File: src/hw/exc_pkg.sv
// Constants for the critical, machine check and data storage exception unit.
// Assumes a 32-bit core that presents retire-stage events on pclk.
package exc_pkg;
   // Machine state word bit positions (bit 0 is the least significant here).
   localparam int MSW_WAIT  = 18;
   localparam int MSW_CRIT  = 17;
   localparam int MSW_EXT   = 15;
   localparam int MSW_USER  = 14;
   localparam int MSW_FPU   = 13;
   localparam int MSW_MCHK  = 12;
   localparam int MSW_FPX0  = 11;
   localparam int MSW_DWAIT = 10;
   localparam int MSW_DBG   = 9;
   localparam int MSW_FPX1  = 8;
   localparam int MSW_IXL   = 5;
   localparam int MSW_DXL   = 4;
   localparam int MSW_APU   = 25;
   localparam int MSW_APUX  = 19;
   // Syndrome bit positions.
   localparam int SYN_FMCHK = 31;
   localparam int SYN_STORE = 23;
   localparam int SYN_ZONE  = 22;
   localparam int SYN_UATTR = 15;
   localparam int CFG_UATTR = 0;
   // Vector offsets.
   localparam logic [15:0] VEC_CRIT = 16'h0100;
   localparam logic [15:0] VEC_MCHK = 16'h0200;
   localparam logic [15:0] VEC_DSI  = 16'h0300;
   localparam logic [15:0] PFX_MASK = 16'hFFFF;
   // Zone field codes.
   localparam logic [1:0] ZONE_NONE = 2'h0;
   localparam logic [1:0] ZONE_SUP  = 2'h2;
   localparam logic [1:0] ZONE_ALL  = 2'h3;
   // Cache line geometry.
   localparam int LINE_WORDS = 8;
   localparam int LINE_AW    = 3;
   localparam int NUM_LINES  = 16;
   localparam int IDX_W      = 4;
   // Register byte addresses on APB.
   localparam logic [7:0] A_MSW   = 8'h00;
   localparam logic [7:0] A_SPC0  = 8'h04;
   localparam logic [7:0] A_SST0  = 8'h08;
   localparam logic [7:0] A_SPC2  = 8'h0C;
   localparam logic [7:0] A_SST2  = 8'h10;
   localparam logic [7:0] A_VPFX  = 8'h14;
   localparam logic [7:0] A_SYN   = 8'h18;
   localparam logic [7:0] A_FDAR  = 8'h1C;
   localparam logic [7:0] A_CFG   = 8'h20;
   localparam logic [7:0] A_PC    = 8'h24;
   localparam logic [7:0] A_LINEV = 8'h28;
   localparam logic [31:0] MSW_RST = 32'h0000_0000;
   localparam logic [31:0] ZERO32  = 32'h0000_0000;
   // Data access kinds.
   typedef enum logic [2:0] {
      OP_LOAD = 3'h0, OP_STORE = 3'h1, OP_LZERO = 3'h2, OP_LINV = 3'h3,
      OP_CINV = 3'h4, OP_TOUCH = 3'h5, OP_ICOP = 3'h6, OP_FLUSH = 3'h7
   } op_t;
endpackage

File: src/hw/line_valid_mem.sv
// Small valid/error store for instruction cache lines.
// Assumes one write port and one registered read port on pclk.
`timescale 1ns/100ps
`default_nettype none
module line_valid_mem (
   // Clock and reset
   input  wire logic                    pclk,
   input  wire logic                    presetn,
   // Write port
   input  wire logic                    wr_en,
   input  wire logic [exc_pkg::IDX_W-1:0] wr_idx,
   input  wire logic                    wr_val,
   // Read port
   input  wire logic [exc_pkg::IDX_W-1:0] rd_idx,
   output logic                         rd_val
);
   logic [exc_pkg::NUM_LINES-1:0] valid_r;

   genvar g;
   generate
      for (g = 0; g < exc_pkg::NUM_LINES; g++) begin : g_line
         always_ff @(posedge pclk or negedge presetn) begin
            if (!presetn) begin
               valid_r[g] <= 1'b0;
            end else if (wr_en && wr_idx == exc_pkg::IDX_W'(g)) begin
               valid_r[g] <= wr_val;
            end
         end
      end
   endgenerate

   always_ff @(posedge pclk or negedge presetn) begin
      if (!presetn) begin
         rd_val <= 1'b0;
      end else begin
         rd_val <= valid_r[rd_idx];
      end
   end
endmodule // line_valid_mem
`default_nettype wire

File: src/hw/exc_unit.sv
// Exception unit: critical input, machine checks and data storage interrupt.
// Assumes the pipeline presents one retiring instruction per cycle on pclk.
// Notes on behaviour
// RULE_01: Critical input honoured only when critical enable set.
// RULE_02: Critical taken at once, saves next pc, state; the code defers it while sync_pending is set.
// RULE_03: Critical entry clears all state except mcheck enable.
// RULE_04: Critical vector is prefix with 0x0100.
// RULE_05: Critical return restores pc and state.
// RULE_06: Fetch machine check raised only at execution.
// RULE_07: Data bus error raises data machine check.
// RULE_08: Mcheck saves excepting or next pc, state.
// RULE_09: Mcheck clears listed fields, vectors to 0x0200.
// RULE_10: Fetch mcheck flag set even when disabled.
// RULE_11: Re-enabling does not fire on old flag.
// RULE_12: Taken fetch mcheck sets flag, clears others.
// RULE_13: Line with bad word invalidated after fill.
// RULE_14: Store to user attribute faults when enabled.
// RULE_15: User zone 00 faults; touches become no-ops.
// RULE_16: User store to read-only page faults.
// RULE_17: Supervisor store-like faults unless zone 11/10.
// RULE_18: Instruction cache ops checked as loads.
// RULE_19: Data fault saves pc, address, state; 0x0300.
// RULE_20: Data fault keeps crit, mcheck, debug enables.
// RULE_21: Data fault syndrome bits set, fetch flag kept.
// RULE_22: Privileged program fault beats data fault.
// RULE_23: Vector is prefix high half with offset.
`timescale 1ns/100ps
`default_nettype none
module exc_unit (
   // Clock and reset
   input  wire logic        pclk,
   input  wire logic        presetn,
   // APB slave
   input  wire logic        psel,
   input  wire logic        penable,
   input  wire logic        pwrite,
   input  wire logic [7:0]  paddr,
   input  wire logic [31:0] pwdata,
   output logic [31:0]      prdata,
   output logic             pready,
   output logic             pslverr,
   // Critical input pin
   input  wire logic        crit_irq_pin,
   // Retiring instruction
   input  wire logic        ret_valid,
   input  wire logic [31:0] ret_pc,
   input  wire logic [31:0] ret_next_pc,
   input  wire logic        ret_fetch_err,
   input  wire logic        ret_crit_return,
   input  wire logic        ret_prog_priv,
   input  wire logic        sync_pending,
   // Data access of retiring instruction
   input  wire logic        dacc_valid,
   input  wire exc_pkg::op_t dacc_op,
   input  wire logic [31:0] dacc_addr,
   input  wire logic [1:0]  dacc_zone,
   input  wire logic        dacc_store_permit,
   input  wire logic        dacc_user_attr,
   input  wire logic        dacc_bus_err,
   // Instruction line fill
   input  wire logic        fill_valid,
   input  wire logic [exc_pkg::IDX_W-1:0] fill_idx,
   input  wire logic        fill_err,
   input  wire logic [exc_pkg::IDX_W-1:0] look_idx,
   output logic             look_valid,
   // Pipeline control
   output logic             redirect,
   output logic [31:0]      redirect_pc,
   output logic             suppress,
   output logic             touch_nop
);
   // ----------------------------------------------------------------
   // State
   // ----------------------------------------------------------------
   logic [31:0] msw_r, spc0_r, sst0_r, spc2_r, sst2_r, vpfx_r, syn_r, fdar_r, cfg_r, pc_r;
   logic        crit_s1_r, crit_s2_r;
   logic [exc_pkg::LINE_AW-1:0] fill_cnt_r;
   logic        fill_bad_r;

   always_ff @(posedge pclk or negedge presetn) begin
      if (!presetn) begin
         crit_s1_r <= 1'b0;
         crit_s2_r <= 1'b0;
      end else begin
         crit_s1_r <= crit_irq_pin;
         crit_s2_r <= crit_s1_r;
      end
   end

   // ----------------------------------------------------------------
   // Event decode
   // ----------------------------------------------------------------
   wire user_w   = msw_r[exc_pkg::MSW_USER];
   wire dxlat_w  = msw_r[exc_pkg::MSW_DXL];
   wire mchk_en_w = msw_r[exc_pkg::MSW_MCHK];
   wire is_st_w  = (dacc_op == exc_pkg::OP_STORE) || (dacc_op == exc_pkg::OP_LZERO) ||
                   (dacc_op == exc_pkg::OP_LINV) || (dacc_op == exc_pkg::OP_CINV);
   wire is_touch = dacc_op == exc_pkg::OP_TOUCH;
   // Instruction cache ops fall through as loads under data translation.
   wire u0_flt   = dacc_valid && (dacc_op == exc_pkg::OP_STORE) && dacc_user_attr &&
                   cfg_r[exc_pkg::CFG_UATTR]; // RULE_14
   wire zone_hit = dacc_valid && user_w && dxlat_w && dacc_zone == exc_pkg::ZONE_NONE; // RULE_18
   wire zone_flt = zone_hit && !is_touch; // RULE_15
   wire usr_wflt = dacc_valid && user_w && dxlat_w && !dacc_store_permit &&
                   ((dacc_op == exc_pkg::OP_STORE) || (dacc_op == exc_pkg::OP_LZERO)) &&
                   dacc_zone != exc_pkg::ZONE_ALL; // RULE_16
   wire sup_wflt = dacc_valid && !user_w && dxlat_w && !dacc_store_permit && is_st_w &&
                   dacc_zone != exc_pkg::ZONE_ALL && dacc_zone != exc_pkg::ZONE_SUP; // RULE_17
   wire dsi_any  = ret_valid && !ret_prog_priv && (u0_flt || zone_flt || usr_wflt || sup_wflt); // RULE_22
   wire imc_ev   = ret_valid && ret_fetch_err; // RULE_06
   wire imc_take = imc_ev && mchk_en_w;
   wire dmc_take = ret_valid && dacc_valid && dacc_bus_err && mchk_en_w && !imc_ev; // RULE_07
   wire crit_take = crit_s2_r && msw_r[exc_pkg::MSW_CRIT] && !sync_pending && !imc_take &&
                    !dmc_take && !dsi_any; // RULE_01 RULE_02
   wire rfci_take = ret_valid && ret_crit_return && !imc_take && !crit_take;
   wire mc_take   = imc_take || dmc_take;

   // Clearing and keep masks for entry into each handler.
   wire [31:0] clr_nc = (32'h1 << exc_pkg::MSW_APU) | (32'h1 << exc_pkg::MSW_APUX) |
                        (32'h1 << exc_pkg::MSW_WAIT) | (32'h1 << exc_pkg::MSW_EXT) |
                        (32'h1 << exc_pkg::MSW_USER) | (32'h1 << exc_pkg::MSW_FPU) |
                        (32'h1 << exc_pkg::MSW_FPX0) | (32'h1 << exc_pkg::MSW_DWAIT) |
                        (32'h1 << exc_pkg::MSW_FPX1) | (32'h1 << exc_pkg::MSW_IXL) |
                        (32'h1 << exc_pkg::MSW_DXL);
   wire [31:0] crit_keep = 32'h1 << exc_pkg::MSW_MCHK;
   wire [31:0] mc_clr  = clr_nc | (32'h1 << exc_pkg::MSW_CRIT) | (32'h1 << exc_pkg::MSW_MCHK) |
                         (32'h1 << exc_pkg::MSW_DBG);
   wire [31:0] vbase   = {vpfx_r[31:16] & exc_pkg::PFX_MASK, 16'h0000}; // RULE_23

   // ----------------------------------------------------------------
   // APB decode
   // ----------------------------------------------------------------
   wire acc_w = psel && penable;
   wire wr_w  = acc_w && pwrite;
   wire hit_w = (paddr <= exc_pkg::A_LINEV) && (paddr[1:0] == 2'h0);
   logic [31:0] rd_mux;
   assign rd_mux = (paddr == exc_pkg::A_MSW)  ? msw_r  :
                   (paddr == exc_pkg::A_SPC0) ? spc0_r :
                   (paddr == exc_pkg::A_SST0) ? sst0_r :
                   (paddr == exc_pkg::A_SPC2) ? spc2_r :
                   (paddr == exc_pkg::A_SST2) ? sst2_r :
                   (paddr == exc_pkg::A_VPFX) ? vpfx_r :
                   (paddr == exc_pkg::A_SYN)  ? syn_r  :
                   (paddr == exc_pkg::A_FDAR) ? fdar_r :
                   (paddr == exc_pkg::A_CFG)  ? cfg_r  :
                   (paddr == exc_pkg::A_PC)   ? pc_r   :
                   (paddr == exc_pkg::A_LINEV) ? {31'h0, look_valid} : exc_pkg::ZERO32;
   assign pready  = 1'b1;
   assign pslverr = acc_w && !hit_w;

   always_ff @(posedge pclk or negedge presetn) begin
      if (!presetn) begin
         prdata <= exc_pkg::ZERO32;
      end else if (psel && !penable && !pwrite) begin
         prdata <= rd_mux;
      end
   end

   // ----------------------------------------------------------------
   // Architected state update
   // ----------------------------------------------------------------
   always_ff @(posedge pclk or negedge presetn) begin
      if (!presetn) begin
         msw_r <= exc_pkg::MSW_RST;
         spc0_r <= exc_pkg::ZERO32;
         sst0_r <= exc_pkg::ZERO32;
         spc2_r <= exc_pkg::ZERO32;
         sst2_r <= exc_pkg::ZERO32;
         vpfx_r <= exc_pkg::ZERO32;
         fdar_r <= exc_pkg::ZERO32;
         cfg_r  <= exc_pkg::ZERO32;
         pc_r   <= exc_pkg::ZERO32;
      end else begin
         if (wr_w && paddr == exc_pkg::A_SPC0) spc0_r <= pwdata;
         if (wr_w && paddr == exc_pkg::A_SST0) sst0_r <= pwdata;
         if (wr_w && paddr == exc_pkg::A_SPC2) spc2_r <= pwdata;
         if (wr_w && paddr == exc_pkg::A_SST2) sst2_r <= pwdata;
         if (wr_w && paddr == exc_pkg::A_VPFX) vpfx_r <= {pwdata[31:16], 16'h0000};
         if (wr_w && paddr == exc_pkg::A_FDAR) fdar_r <= pwdata;
         if (wr_w && paddr == exc_pkg::A_CFG)  cfg_r  <= pwdata;
         if (wr_w && paddr == exc_pkg::A_MSW)  msw_r  <= pwdata; // RULE_11
         if (mc_take) begin
            spc2_r <= imc_take ? ret_pc : ret_next_pc; // RULE_08
            sst2_r <= msw_r;
            msw_r  <= msw_r & ~mc_clr; // RULE_09
            pc_r   <= vbase | {16'h0000, exc_pkg::VEC_MCHK};
         end else if (dsi_any) begin
            spc0_r <= ret_pc; // RULE_19
            sst0_r <= msw_r;
            fdar_r <= dacc_addr;
            msw_r  <= msw_r & ~clr_nc; // RULE_20
            pc_r   <= vbase | {16'h0000, exc_pkg::VEC_DSI};
         end else if (crit_take) begin
            // With nothing retiring, the next instruction is the one at the current pc.
            spc2_r <= ret_valid ? ret_next_pc : pc_r; // RULE_02
            sst2_r <= msw_r;
            msw_r  <= msw_r & crit_keep; // RULE_03
            pc_r   <= vbase | {16'h0000, exc_pkg::VEC_CRIT}; // RULE_04
         end else if (rfci_take) begin
            pc_r  <= spc2_r; // RULE_05
            msw_r <= sst2_r;
         end else if (ret_valid) begin
            pc_r <= ret_next_pc;
         end
      end
   end

   // Syndrome: hardware events win over a software write in the same cycle.
   always_ff @(posedge pclk or negedge presetn) begin
      if (!presetn) begin
         syn_r <= exc_pkg::ZERO32;
      end else if (imc_take) begin
         syn_r <= 32'h1 << exc_pkg::SYN_FMCHK; // RULE_12
      end else if (dsi_any) begin
         syn_r <= ({31'h0, imc_ev | syn_r[exc_pkg::SYN_FMCHK]} << exc_pkg::SYN_FMCHK) |
                  ({31'h0, is_st_w} << exc_pkg::SYN_STORE) |
                  ({31'h0, zone_flt} << exc_pkg::SYN_ZONE) |
                  ({31'h0, u0_flt} << exc_pkg::SYN_UATTR); // RULE_21
      end else if (imc_ev) begin
         syn_r[exc_pkg::SYN_FMCHK] <= 1'b1; // RULE_10
      end else if (wr_w && paddr == exc_pkg::A_SYN) begin
         syn_r <= pwdata;
      end
   end

   // ----------------------------------------------------------------
   // Line fill tracking
   // ----------------------------------------------------------------
   wire fill_last = fill_valid && fill_cnt_r == exc_pkg::LINE_AW'(exc_pkg::LINE_WORDS - 1);
   always_ff @(posedge pclk or negedge presetn) begin
      if (!presetn) begin
         fill_cnt_r <= '0;
         fill_bad_r <= 1'b0;
      end else if (fill_valid) begin
         fill_cnt_r <= fill_cnt_r + 3'h1;
         fill_bad_r <= fill_last ? 1'b0 : (fill_bad_r | fill_err);
      end
   end

   line_valid_mem u_lines (
      .pclk    (pclk),
      .presetn (presetn),
      .wr_en   (fill_last),
      .wr_idx  (fill_idx),
      .wr_val  (!(fill_bad_r || fill_err)), // RULE_13
      .rd_idx  (look_idx),
      .rd_val  (look_valid)
   );

   // ----------------------------------------------------------------
   // Pipeline outputs
   // ----------------------------------------------------------------
   always_ff @(posedge pclk or negedge presetn) begin
      if (!presetn) begin
         redirect    <= 1'b0;
         redirect_pc <= exc_pkg::ZERO32;
         suppress    <= 1'b0;
         touch_nop   <= 1'b0;
      end else begin
         redirect    <= mc_take || dsi_any || crit_take || rfci_take;
         redirect_pc <= mc_take ? (vbase | {16'h0000, exc_pkg::VEC_MCHK}) :
                        dsi_any ? (vbase | {16'h0000, exc_pkg::VEC_DSI}) :
                        crit_take ? (vbase | {16'h0000, exc_pkg::VEC_CRIT}) : spc2_r;
         suppress    <= dsi_any || imc_take;
         touch_nop   <= ret_valid && zone_hit && is_touch; // RULE_15
      end
   end
endmodule // exc_unit
`default_nettype wire

File: config.mk
export PLATFORM = sky130hd
export DESIGN_NAME = exc_unit
export DESIGN_NICKNAME = d
export VERILOG_FILES = /design/src/hw/exc_pkg.sv /design/src/hw/line_valid_mem.sv /design/src/hw/exc_unit.sv
export SDC_FILE = /design/constraint.sdc
export NUM_CORES = 1
export LEC_CHECK = 0
export ABC_CLOCK_PERIOD_IN_PS = 2900
export BUFFER_PORTS_ARGS = -buffer_cell sky130_fd_sc_hd__buf_2
export CAP_MARGIN = 15
export CORE_MARGIN = 4
export CORE_UTILIZATION = 40
export DETAILED_ROUTE_END_ITERATION = 8
export SLEW_MARGIN = 25
export SYNTH_ARGS = -nofsm -noshare
export SYNTH_HDL_FRONTEND = slang
export SYNTH_SLANG_ARGS = --single-unit
File: constraint.sdc
create_clock -name pclk -period 2.9 [get_ports pclk]
set_clock_uncertainty 0.1 [all_clocks]
set_input_delay 0.58 -clock pclk [delete_from_list [all_inputs] [get_ports pclk]]
set_output_delay 0.58 -clock pclk [all_outputs]
set_load 0.005 [all_outputs]
==> reports/metrics.cfg <==
[placed_design]
numPortBuffers = 234
placed_cells_incl_taps = 3007
pre_cts_slack_ps = -20.6
gp_congestion = 0.935
dpl.hpwl_mm = 55.2

[worst_setup_path]
critPathKind = primary input to output port
crit_end = pslverr
cp_max_fo = 12
worstSetupStartpoint = paddr[2]
reg2reg_depth = 7
r2r_start = msw_r[14]$_DFFE_PN0P_
cp-end-kind = output port
r2r_setup_slack_ps = 230
worstPathRequired_ps = 2220
arrival_ps = 2050
regToRegEndpoint = pc_r[23]$_DFF_PN0_
worstSetupStartpointType = primary input

[timing]
slew_headroom_pct = 44.3
finalHoldViolCount = 0
period_needed_ps = 2730
drv_slew = 0
period_share_pct = 94.2
setup_viol = 0
worst_pin_slew_ps = 836
setup_slack_ps = 169
clock.fmax_mhz = 366
rsz0062_at_grt = no
fin_tns_setup_ps = 0

[yosys]
synth_top_family_by_area = compound AO/OA/AOI/OAI gates
synth_top_area_share_pct = 46.8
synth_edf_count = 0
synth_top_cell_by_area = dfrtp_1
async_reset_ff_share_pct = 100
synthFlopType = dfrtp_1
synth_seq_cells = 394
ys_types = 73
syn-num-nets = 2330
syn_area_sq_mm = 0.0211
synth_compound_area_share_pct = 19.6
synthAdderAreaFrac_pct = 0.119
synthMuxAreaShare_pct = 16.0
synth_area_leaders = dfrtp_1, mux2i_1, nand2_1
syn_area_per_cell_sq_um = 9.74
synth-xor-area-share_pct = 0.0832
yosys_warnings = 0
synthSimpleGateAreaFrac_pct = 12.6
seq_area_frac_synth_pct = 46.8
syn_inst = 2162

[power_and_ir_drop]
ir_worst_vdd_mv = 0.373
p_switching_mw = 6.31
p_seq_share_pct = 45.3
swShare_pct = 32.6
power.leakage_nw = 11.1
p_comb_share_pct = 23.2
powerDensity_mw_per_mm2 = 772
internal_power_mw = 13.0
power.share.clock_pct = 31.5

[finish]
mostFrequentLayoutCell = dfrtp_1
final_cell_mix = dfrtp_1, nand2_1, buf_2, o21ai_0, mux2i_1
fin_cells = 3091
fin_nets = 2545
drive_gt1_share_pct = 24.0
syn_to_final_growth_pct = 19.0

[route]
drt_iter0_drc = 1969
postRouteAntennaNets = 0
wl_per_cell_um = 26.0
drt-total-wl_mm = 80.4
viasPerCell = 6.05
drtPass1Iterations = 6
route.detailed.drc = 0
dr_total_vias = 18700

[grt]
grt-ovfl-total = 0
track_usage_pct = 27.5
antenna_found_initial = 6
grt_pass1_wl_mm = 119
grt_pass1_vias = 18700
grt_max_degree = 95

[job]
cap_viol_max_count = 0

[floorplan]
io-pin-count = 236
fp.dieW_um = 237
start_util_pct = 40.7
core_sq_mm = 0.0517
core.rowCount = 83
dieArea_sq_mm = 0.0564
die_y_um = 237

[clock_network]
postCtsResizedCells = 0
insertion_delay_ps = 580
cts_tree = done
clockBufferDepth = 3
htreeDepth = 2
cts_buffers = 46
cts_root_buf = clkbuf_16
path_clk_slew_ps = 60
cts_sinks = 394

[min_path]
hp-start = dacc_addr[29]
worstHoldPathType = primary input to flip-flop

[status]
outcome = complete, no violations

[how the worst min path moves through the flow]
stage                            to  slack (ps)  cells past startpoint
2_1_floorplan  cfg_r[0]$_DFFE_PN0P_         180                      0
3_3_place_gp    crit_s2_r$_DFF_PN0_         240                      0
3_5_place_dp    crit_s2_r$_DFF_PN0_         240                      0
4_1_cts        fdar_r[29]$_DFF_PN0_          80                      3
5_1_grt        fdar_r[29]$_DFF_PN0_          90                      3
6_report       fdar_r[29]$_DFF_PN0_         100                      3
[cell type report]
type	instances	area, sq um
fill	4818	26700
sequential	394	9860
clock inverter	10	178
clock buffer	70	1400
antenna	2	5.00
tap	680	851
inverter	15	56.3
timing repair buffer	370	2490
multi-input combinational	1550	10200
[layer usage]
metal	vias to the layer above	track usage, %	share of wire (%)
met3	156	6.31	8.9
met5	-	0	0.052
met4	8	8.79	2.9
met2	899	44.4	47
li1	8296	-	-
met1	9350	37.1	41
[cells by family (layout without fill, tap and decap cells)]
| family | after synthesis | in the layout |
|---|---|---|
| AOI/OAI and AO/OA | 671 | 671 |
| adders and majority gates | 2 | 2 |
| muxes | 316 | 316 |
| DFF | 394 | 394 |
| and+or+nand+nor | 558 | 558 |
| buffers and inverters | 218 | 465 |
| other | 1 | 3 |
| xor gates and xnor gates | 2 | 2 |
[per-stage QoR]
stage	hold WS (ps)	area (sq um)	power, mW	utilization, %
floorplan	184	21100	11.1	-
global placement	236	23500	13.0	45.4
finish	99.3	25100	19.3	48.5
global route	88.4	25100	20.3	48.5
CTS	81.2	25100	19.3	48.5
detailed placement	236	23500	13.2	45.4
[worst max-delay path, cell delays in order]
cell and delay, ps:
buf_2 260, nand2_1 170, inv_1 190, o21ai_0 120, a31oi_1 500, buf_2 220
[power by group through the flow]
stage	Clock, mW	Combinational [mW]	Sequential (mW)
after floorplan	0	2.88	8.20
after global placement	0	4.28	8.74
after detailed placement	0	4.45	8.77
after CTS	6.17	4.46	8.71
after global routing	6.39	4.94	8.93
final	6.09	4.48	8.77
[synthesized netlist by cell type (all sizes together), types with 15 or more instances]
library cell  instances
dfrtp               394
nand2               308
o21ai               264
mux2i               213
a21oi               155
clkbuf              114
nor2                103
mux2                 96
buf                  89
o221ai               43
a211oi               42
a22oi                37
and3                 32
and2                 30
o22ai                26
nand3                24
a31oi                21
a221o                20
a221oi               19
inv                  15
[what timing repair did]
item                      CTS  global route
hold endpoints to repair   53             0
hold buffers                2             0
setup buffers               0             0
Power figures use the tool's default switching activity.
